$ cat src/logic/farx_pkg.sv
// Shared constants and types for the far-end alarm code receiver.
// Assumes a 32-bit APB slave port with word-aligned register offsets.
`default_nettype none
package farx_pkg;

   // Register byte offsets
   localparam logic [11:0] ADDR_CONFIG = 12'h000;
   localparam logic [11:0] ADDR_STATUS = 12'h004;
   localparam logic [11:0] ADDR_CODE   = 12'h008;
   localparam logic [11:0] ADDR_STACK  = 12'h00c;

   // Code word layout, first received bit at index 0
   localparam int CW_BITS      = 16;
   localparam int CW_ONES_HI   = 7;
   localparam int CW_ZERO_LO   = 8;
   localparam int CW_PAY_LO    = 9;
   localparam int CW_PAY_HI    = 14;
   localparam int CW_ZERO_HI   = 15;
   localparam int PAY_W        = 6;
   localparam logic [7:0] CW_ONES = 8'hff;

   // Multiple-word detection figures
   localparam int CNT_W          = 4;
   localparam logic [3:0] CNT_ONE = 4'h1;
   localparam logic [3:0] CNT_TWO = 4'h2;
   localparam logic [3:0] CNT_DONE = 4'h9;

   // Idle run and code word lengths in bits
   localparam logic [4:0] IDLE_RUN = 5'h10;
   localparam logic [4:0] BITS_FULL = 5'h10;

   // Status register fields
   localparam int ST_NEW_MSG   = 0;
   localparam int ST_TO_IDLE   = 1;
   localparam int ST_NOT_EMPTY = 2;
   localparam int ST_IN_MSG    = 3;

   // Stack read word fields
   localparam int SK_VALID = 6;
   localparam int SK_MORE  = 7;

   // Reset value of the configuration register: all interrupts masked
   localparam logic [3:0] CONFIG_RESET = 4'h0;

   typedef enum logic [1:0] {
      FMT_DS3_M13,
      FMT_DS3_CBIT,
      FMT_E3_G751,
      FMT_E3_G832
   } farx_fmt_t;

   typedef struct packed {
      logic stack_not_empty_irq_enable;
      logic return_to_idle_irq_enable;
      logic new_message_irq_enable;
      logic single_word_detect_select;
   } farx_config_t;

endpackage
`default_nettype wire

$ cat src/logic/farx_receiver.sv
// Far-end alarm code receiver: code word hunt, idle detect, message
// state, latest code byte, payload stack and an APB register slave.
// Assumes c13_valid marks each C13 overhead bit taken from the framer,
// synchronous to pclk, and that the framer reports the line format.
//
// Notes on behaviour
// - Only C13 overhead bits of C-bit parity frames feed the receiver.
// - Pattern is 16 bits: eight ones, zero, six payload bits, zero.
// - Receiver held inactive in M13/M23 and both E3 formats.
// - Config bit chooses single-word or multiple-word detection.
// - Single mode declares a valid code word on one complete pattern.
// - Multiple mode needs nine matching patterns via tentative/alternative.
// - First pattern loads tentative word, counter one, go tentative step.
// - Tentative step: match adds one, else load alternative word.
// - Tentative-alternative step: match with tentative adds two.
// - Else alternative becomes tentative; counter two or one.
// - Counter at nine or more declares valid; comparison is exact.
// - Overhead bit errors void a pattern (this receiver has no error input, so no pattern is voided); bits between patterns ignored.
// - Sixteen consecutive ones form a valid idle condition.
// - Valid word loads byte, sets new flag, enters message; read clears.
// - Idle in message state sets return flag, back to idle state.
// - New valid word overwrites an unread code byte.
// - Receiver gated by channel_enable; separate masks for new and idle interrupts.
// - Three-deep stack; full push drops oldest; no overrun alert.
// - Stack read gives oldest payload with valid and more bits.
// - Not-empty status bit raises interrupt unless masked.
// - Push on changed payload, empty stack, or leaving idle.
`default_nettype none
module farx_receiver #(
   parameter int DEPTH = 3
) (
   input  wire logic                pclk,
   input  wire logic                presetn,
   input  wire logic                clk_en,
   input  wire logic                psel,
   input  wire logic                penable,
   input  wire logic                pwrite,
   input  wire logic [11:0]         paddr,
   input  wire logic [31:0]         pwdata,
   output var  logic [31:0]         prdata,
   output var  logic                pready,
   output var  logic                pslverr,
   input  wire farx_pkg::farx_fmt_t line_format,
   input  wire logic                channel_enable,
   input  wire logic                c13_bit,
   input  wire logic                c13_valid,
   output var  logic                irq
);

   if (DEPTH < 2) begin : g_depth_check
      $error("farx_receiver: DEPTH must be at least 2");
   end

   localparam int PW = farx_pkg::PAY_W;
   localparam int CW = $clog2(DEPTH + 1);
   localparam logic [CW-1:0] DEPTH_C = CW'(DEPTH);
   localparam logic [CW-1:0] ONE_C   = CW'(1);

   typedef enum logic [1:0] {
      ALG_INIT,
      ALG_TENT,
      ALG_TALT
   } farx_alg_t;

   typedef enum logic {
      MSG_IDLE,
      MSG_ACTIVE
   } farx_msg_t;

   function automatic logic farx_is_pattern(input logic [15:0] w);
      return (w[farx_pkg::CW_ONES_HI:0] == farx_pkg::CW_ONES)
         && !w[farx_pkg::CW_ZERO_LO] && !w[farx_pkg::CW_ZERO_HI];
   endfunction

   function automatic logic [PW-1:0] farx_payload(input logic [15:0] w);
      return w[farx_pkg::CW_PAY_HI:farx_pkg::CW_PAY_LO];
   endfunction

   farx_pkg::farx_config_t cfg;
   logic [15:0]            shift;
   logic [4:0]             nbits;
   logic [4:0]             ones_run;
   farx_alg_t              alg;
   logic [3:0]             rep;
   logic [PW-1:0]          tent;
   logic [PW-1:0]          alt;
   farx_msg_t              msg_state;
   logic [PW-1:0]          code_byte;
   logic                   new_message_flag;
   logic                   return_to_idle_flag;
   logic [PW-1:0]          last_code;
   logic                   from_idle;
   logic [PW-1:0]          stack [DEPTH];
   logic [CW-1:0]          fill;

   logic                   active;
   logic                   bit_in;
   logic [15:0]            next_shift;
   logic                   pattern_hit;
   logic [PW-1:0]          pay;
   logic                   idle_hit;
   logic                   word_valid;
   logic [3:0]             next_rep_tent;
   logic [3:0]             next_rep_two;
   logic                   push;
   logic                   pop;
   logic                   stack_not_empty;
   logic                   acc;
   logic                   rd_code;
   logic                   rd_status;

   assign active = channel_enable
      && (line_format == farx_pkg::FMT_DS3_CBIT);
   assign bit_in = active && c13_valid;
   assign next_shift = {c13_bit, shift[15:1]};
   // Fresh 16 bits are required after each hit, so trailing data is ignored
   assign pattern_hit = bit_in && (nbits >= farx_pkg::BITS_FULL - 5'h1)
      && farx_is_pattern(next_shift);
   assign pay = farx_payload(next_shift);
   assign idle_hit = bit_in && c13_bit
      && (ones_run == farx_pkg::IDLE_RUN - 5'h1);
   assign next_rep_tent = rep + farx_pkg::CNT_ONE;
   assign next_rep_two  = rep + farx_pkg::CNT_TWO;

   always_comb begin
      word_valid = 1'b0;
      if (pattern_hit) begin
         if (cfg.single_word_detect_select) begin
            word_valid = 1'b1;
         end else begin
            case (alg)
               ALG_TENT: begin
                  word_valid = (pay == tent)
                     && (next_rep_tent >= farx_pkg::CNT_DONE);
               end
               ALG_TALT: begin
                  word_valid = (pay == tent)
                     && (next_rep_two >= farx_pkg::CNT_DONE);
               end
               default: begin
                  word_valid = 1'b0;
               end
            endcase
         end
      end
   end

   assign stack_not_empty = (fill != '0);
   assign acc = psel && penable && pready;
   assign rd_code   = acc && !pwrite && (paddr == farx_pkg::ADDR_CODE);
   assign rd_status = acc && !pwrite && (paddr == farx_pkg::ADDR_STATUS);
   assign pop = acc && !pwrite && (paddr == farx_pkg::ADDR_STACK)
      && stack_not_empty;
   assign push = word_valid
      && (from_idle || !stack_not_empty || pay != last_code);

   // Bit collection and idle run
   always_ff @(posedge pclk or negedge presetn) begin
      if (!presetn) begin
         shift    <= '0;
         nbits    <= '0;
         ones_run <= '0;
      end else if (clk_en) begin
         if (!active) begin
            nbits    <= '0;
            ones_run <= '0;
         end else if (bit_in) begin
            shift <= next_shift;
            if (pattern_hit) begin
               nbits <= '0;
            end else if (nbits < farx_pkg::BITS_FULL) begin
               nbits <= nbits + 5'h1;
            end
            if (!c13_bit) begin
               ones_run <= '0;
            end else if (ones_run < farx_pkg::IDLE_RUN) begin
               ones_run <= ones_run + 5'h1;
            end
         end
      end
   end

   // Multiple-word detection walk
   always_ff @(posedge pclk or negedge presetn) begin
      if (!presetn) begin
         alg  <= ALG_INIT;
         rep  <= '0;
         tent <= '0;
         alt  <= '0;
      end else if (clk_en) begin
         if (!active || cfg.single_word_detect_select) begin
            alg <= ALG_INIT;
         end else if (pattern_hit) begin
            case (alg)
               ALG_INIT: begin
                  tent <= pay;
                  rep  <= farx_pkg::CNT_ONE;
                  alg  <= ALG_TENT;
               end
               ALG_TENT: begin
                  if (pay == tent) begin
                     rep <= next_rep_tent;
                     alg <= word_valid ? ALG_INIT : ALG_TENT;
                  end else begin
                     alt <= pay;
                     alg <= ALG_TALT;
                  end
               end
               ALG_TALT: begin
                  if (pay == tent) begin
                     rep <= next_rep_two;
                     alg <= word_valid ? ALG_INIT : ALG_TENT;
                  end else begin
                     tent <= alt;
                     if (pay == alt) begin
                        rep <= farx_pkg::CNT_TWO;
                        alg <= ALG_TENT;
                     end else begin
                        rep <= farx_pkg::CNT_ONE;
                        alt <= pay;
                        alg <= ALG_TALT;
                     end
                  end
               end
               default: begin
                  alg <= ALG_INIT;
               end
            endcase
         end
      end
   end

   // Message state, code byte and flags; a set beats a read-clear
   always_ff @(posedge pclk or negedge presetn) begin
      if (!presetn) begin
         msg_state           <= MSG_IDLE;
         code_byte           <= '0;
         new_message_flag    <= 1'b0;
         return_to_idle_flag <= 1'b0;
      end else if (clk_en) begin
         case (msg_state)
            MSG_IDLE: begin
               if (word_valid) begin
                  msg_state <= MSG_ACTIVE;
               end
            end
            MSG_ACTIVE: begin
               if (word_valid) begin
                  msg_state <= MSG_ACTIVE;
               end else if (idle_hit) begin
                  msg_state <= MSG_IDLE;
               end
            end
            default: begin
               msg_state <= MSG_IDLE;
            end
         endcase
         if (word_valid) begin
            code_byte <= pay;
         end
         new_message_flag <= word_valid
            || (new_message_flag && !rd_code);
         return_to_idle_flag <= (idle_hit && !word_valid
            && msg_state == MSG_ACTIVE)
            || (return_to_idle_flag && !rd_status);
      end
   end

   // Payload stack, oldest entry at index 0
   always_ff @(posedge pclk or negedge presetn) begin
      if (!presetn) begin
         fill      <= '0;
         last_code <= '0;
         from_idle <= 1'b1;
         for (int i = 0; i < DEPTH; i++) begin
            stack[i] <= '0;
         end
      end else if (clk_en) begin
         if (!channel_enable) begin
            fill      <= '0;
            from_idle <= 1'b1;
         end else begin
            if (idle_hit) begin
               from_idle <= 1'b1;
            end else if (push) begin
               from_idle <= 1'b0;
            end
            if (word_valid) begin
               last_code <= pay;
            end
            if (pop || (push && fill == DEPTH_C)) begin
               for (int i = 0; i < DEPTH - 1; i++) begin
                  stack[i] <= stack[i+1];
               end
            end
            if (push) begin
               if (pop) begin
                  stack[fill - ONE_C] <= pay;
               end else if (fill == DEPTH_C) begin
                  stack[DEPTH-1] <= pay;
               end else begin
                  stack[fill] <= pay;
                  fill <= fill + ONE_C;
               end
            end else if (pop) begin
               fill <= fill - ONE_C;
            end
         end
      end
   end

   // Configuration register
   always_ff @(posedge pclk or negedge presetn) begin
      if (!presetn) begin
         cfg <= farx_pkg::CONFIG_RESET;
      end else if (clk_en) begin
         if (acc && pwrite && paddr == farx_pkg::ADDR_CONFIG) begin
            cfg <= pwdata[3:0];
         end
      end
   end

   // APB answer: ready one cycle after a setup taken with clk_en high, so such an access has no wait
   always_ff @(posedge pclk or negedge presetn) begin
      if (!presetn) begin
         pready  <= 1'b0;
         pslverr <= 1'b0;
         prdata  <= '0;
      end else if (clk_en) begin
         pready  <= psel && !penable;
         pslverr <= 1'b0;
         prdata  <= '0;
         if (psel && !penable) begin
            if (paddr == farx_pkg::ADDR_CONFIG) begin
               prdata[3:0] <= cfg;
            end else if (paddr == farx_pkg::ADDR_STATUS) begin
               prdata[farx_pkg::ST_NEW_MSG]   <= new_message_flag;
               prdata[farx_pkg::ST_TO_IDLE]   <= return_to_idle_flag;
               prdata[farx_pkg::ST_NOT_EMPTY] <= stack_not_empty;
               prdata[farx_pkg::ST_IN_MSG]    <= (msg_state == MSG_ACTIVE);
            end else if (paddr == farx_pkg::ADDR_CODE) begin
               prdata[PW:1] <= code_byte;
            end else if (paddr == farx_pkg::ADDR_STACK) begin
               if (stack_not_empty) begin
                  prdata[PW-1:0] <= stack[0];
                  prdata[farx_pkg::SK_VALID] <= 1'b1;
                  prdata[farx_pkg::SK_MORE]  <= (fill > ONE_C);
               end
            end else begin
               pslverr <= 1'b1;
            end
         end
      end
   end

   // Interrupt line, each source under its own mask
   always_ff @(posedge pclk or negedge presetn) begin
      if (!presetn) begin
         irq <= 1'b0;
      end else if (clk_en) begin
         irq <= (new_message_flag && cfg.new_message_irq_enable)
            || (return_to_idle_flag && cfg.return_to_idle_irq_enable)
            || (stack_not_empty && cfg.stack_not_empty_irq_enable);
      end
   end

endmodule
`default_nettype wire

$ cat config.mk
export PLATFORM = sky130hd
export DESIGN_NAME = farx_receiver
export DESIGN_NICKNAME = d
export VERILOG_FILES = /design/src/logic/farx_pkg.sv /design/src/logic/farx_receiver.sv
export SDC_FILE = /design/constraint.sdc
export NUM_CORES = 1
export LEC_CHECK = 0
export ABC_AREA = 1
export BUFFER_PORTS_ARGS = -buffer_cell sky130_fd_sc_hd__buf_2
export CAP_MARGIN = 20
export CORE_ASPECT_RATIO = 0.9
export CORE_MARGIN = 2
export CORE_UTILIZATION = 62
export DETAILED_ROUTE_END_ITERATION = 8
export PLACE_DENSITY = 0.86
export SLEW_MARGIN = 40
export SYNTH_ARGS = -nofsm -noshare
export SYNTH_HDL_FRONTEND = slang
export SYNTH_SLANG_ARGS = --single-unit
$ cat constraint.sdc
create_clock -name pclk -period 4.8 [get_ports pclk]
set_input_delay 0.96 -clock pclk [delete_from_list [all_inputs] [get_ports pclk]]
set_output_delay 0.96 -clock pclk [all_outputs]
set_load 0.01 [all_outputs]
==> results.json <==
{
  "wl_per_cell_um": 14.5,
  "cpMostUsedCell": "nor2_1",
  "first_pass_iters": 5,
  "die_area_um2": 9740,
  "ctsResizeCount": 0,
  "synth-edff-count": 0,
  "cp-start-kind": "primary input",
  "yosysSeqAreaShare": 0.423,
  "holdPathEnd": "prdata[3]",
  "gp_congestion": 0.867,
  "grt_usage": 0.265,
  "power_density_nw_per_um2": 291,
  "drt-initial-drc-count": 356,
  "cp_num_buf_inv": 3,
  "r2r.worst_path.cells": 13,
  "rr_endpoint": "nbits[2]",
  "cp.required_ns": 5.06,
  "fp.dieH_um": 93.8,
  "ys_ff_latch": 94,
  "drc_errors": 0,
  "htreeDepth": 3,
  "drv_cap": 0,
  "tritoncts": "done",
  "hpwl_mm": 9.00,
  "ys_types": 52,
  "power_mw": 1.73,
  "cts_buffers": 9,
  "cp.arrival_ns": 3.10,
  "cts.clk_slew.worst_paths_ns": 0.09,
  "vias": 4779,
  "critPathSlowestCell": "clkinv_1",
  "worstPathMaxFanout": 25,
  "clock_latency_ns": 0.38,
  "ys.warnings.count": 0,
  "initial_core_util": 0.643,
  "grt_overflow": 0,
  "async_reset_ff_frac": 1.00,
  "cpLargestDelayFamily": "buffers and inverters",
  "final_area_um2": 5960,
  "r2r-start": "nbits[0]",
  "r2r_slack_ns": 2.22,
  "fmax_ghz": 0.352,
  "vdd.ir_drop.worst_v": 0.000235,
  "drive_gt1_frac": 0.149,
  "crit_type": "in -> reg",
  "rows": 32,
  "num_antenna_cells": 0,
  "clock_sinks": 94,
  "tightestPinTransition_ns": 0.760,
  "syn_inst": 698,
  "grt_first_pass_wirelength_mm": 20.5,
  "whs_path_depth": 2,
  "root_buffer": "clkbuf_8",
  "dpl_cell_area_um2": 5730,
  "io_pins": 90,
  "finClkSkew_ns": 0.00911,
  "cts_setup_buffers": 0,
  "port-buffer-count": 37,
  "drt-total-wl_mm": 12.4,
  "rsz0062_at_grt": "false",
  "finalMaxSlewViolations": 0,
  "dieWidth_um": 104,
  "finalHoldViolCount": 0,
  "ant_nets": 0,
  "synth_area_per_cell_um2": 7.96,
  "period_needed_ns": 2.84,
  "cts.path.max_buffers": 2,
  "power_leakage_nw": 2.99,
  "antenna_found_initial": 0,
  "nets": 804,
  "area_delta_synth_final_pct": 7.18,
  "grt_pass1_vias": 4325,
  "cpPeakStageDelay_ns": 0.63,
  "fin_setup_tns_ns": 0,
  "synthFlopType": "dfrtp_1",
  "grt_max_degree": 63,
  "syn_area_um2": 5560,
  "viasPerCell": 5.58,
  "relSlewSlack": 0.490,
  "min_period_over_period": 0.592,
  "outcome": "complete, no violations",
  "path_cells": "buf_2 -> clkinv_1 -> a21oi_1 -> inv_1 -> nor2_1 -> a21oi_1 -> nor2_1 -> xor2_1 -> nor2_1",
  "core-area_um2": 8650,
  "hold_path.class": "reg -> reg",
  "hold_buffers": 0,
  "fin_util": 0.689,
  "end_kind": "register",
  "setup_viol": 0,
  "hold_start": "prdata[3]",
  "finalHoldWorstSlack_ns": 0.481
}
-- metal layers --
layer	wire, µm	global-route usage	vias to the layer above	share of wire
li1	-	-	2304	-
met1	5420	0.362	2264	0.44
met2	5920	0.430	180	0.48
met3	857	0.0555	31	0.069
met4	222	0.0755	0	0.018
met5	0	0	-	0
-- power by group --
group          total, mW  internal (mW)  switching (mW)
clock network      0.598          0.300           0.298
logic              0.244         0.0777           0.167
registers          0.890          0.831          0.0590
-- worst max-delay path by stage --
stage	from	to	slack (ns)	cells after the start
floorplan	paddr[11]	stack[17]	2.35	12
global placement	paddr[11]	stack[11]	1.89	13
detailed placement	paddr[11]	stack[11]	1.81	13
CTS	paddr[11]	stack[11]	2.18	13
global route	clk_en	ones_run[2]	1.68	9
finish	clk_en	ones_run[2]	1.96	9
-- synthesized netlist by cell type (all sizes together) (3+ instances only) --
| master | n | area share |
|---|---|---|
| xnor2 | 5 | 0.0079 |
| nor3b | 3 | 0.0070 |
| buf | 33 | 0.044 |
| nand2 | 164 | 0.12 |
| nand3b | 4 | 0.0077 |
| or2 | 3 | 0.0034 |
| inv | 104 | 0.070 |
| o211ai | 17 | 0.027 |
| ha | 17 | 0.038 |
| o22ai | 5 | 0.0056 |
| a22oi | 8 | 0.014 |
| a21oi | 42 | 0.039 |
| clkbuf | 6 | 0.0041 |
| o21ai | 86 | 0.081 |
| nand4 | 6 | 0.0068 |
| nor2 | 44 | 0.032 |
| nor3 | 13 | 0.016 |
| nand3 | 28 | 0.029 |
| dfrtp | 93 | 0.42 |
-- flip-flops by register name, indices dropped and copies added (netlist names), 4 cells and up, named ones only --
signal and cells:
cfg 4, stack 12, prdata 8, last_code 6, tent 6, code_byte 6
rep 4, ones_run 5, nbits 5, alt 6, shift 15
-- layout by cell type (no fill, tap or decap), types with 11 or more instances in the layout --
cell / n
nand2_1: 153
inv_1: 93
dfrtp_1: 93
o21ai_0: 70
nor2_1: 40
a21oi_1: 40
buf_2: 36
nand3_1: 25
conb_1: 24
ha_1: 17
o211ai_1: 12
o21ai_1: 11
-- cells by family after synthesis --
kind of cell	synth area share
AO/OA/AOI/OAI	0.182
XOR/XNOR	0.0110
adder cells (fa/ha/maj)	0.0383
buffers and inverters	0.121
flip-flops	0.423
multiplexers	0.00203
other	0.000675
AND/OR/NAND/NOR	0.221
-- tightest hold or removal path, stage by stage, from the launching register on --
cell	delay, ns
dfrtp_1	0.35
nand2_1	0.05
nand2_1	0.05
-- layout make-up --
cell class | count | area (µm²)
fill | 707 | 2690
multi-input combinational | 482 | 2620
sequential | 94 | 2350
inverter | 106 | 404
timing repair buffer | 39 | 206
tap | 119 | 149
clock buffer | 9 | 124
clock inverter | 7 | 103
-- stage by stage --
step / setup WS, ns / cells
after floorplan: 2.35 / 721
after global placement: 1.89 / 840
after detailed placement: 1.81 / 840
after CTS: 2.18 / 856
after global routing: 1.68 / 856
final: 1.96 / 856
No activity file was read; power rests on OpenSTA's default activity.
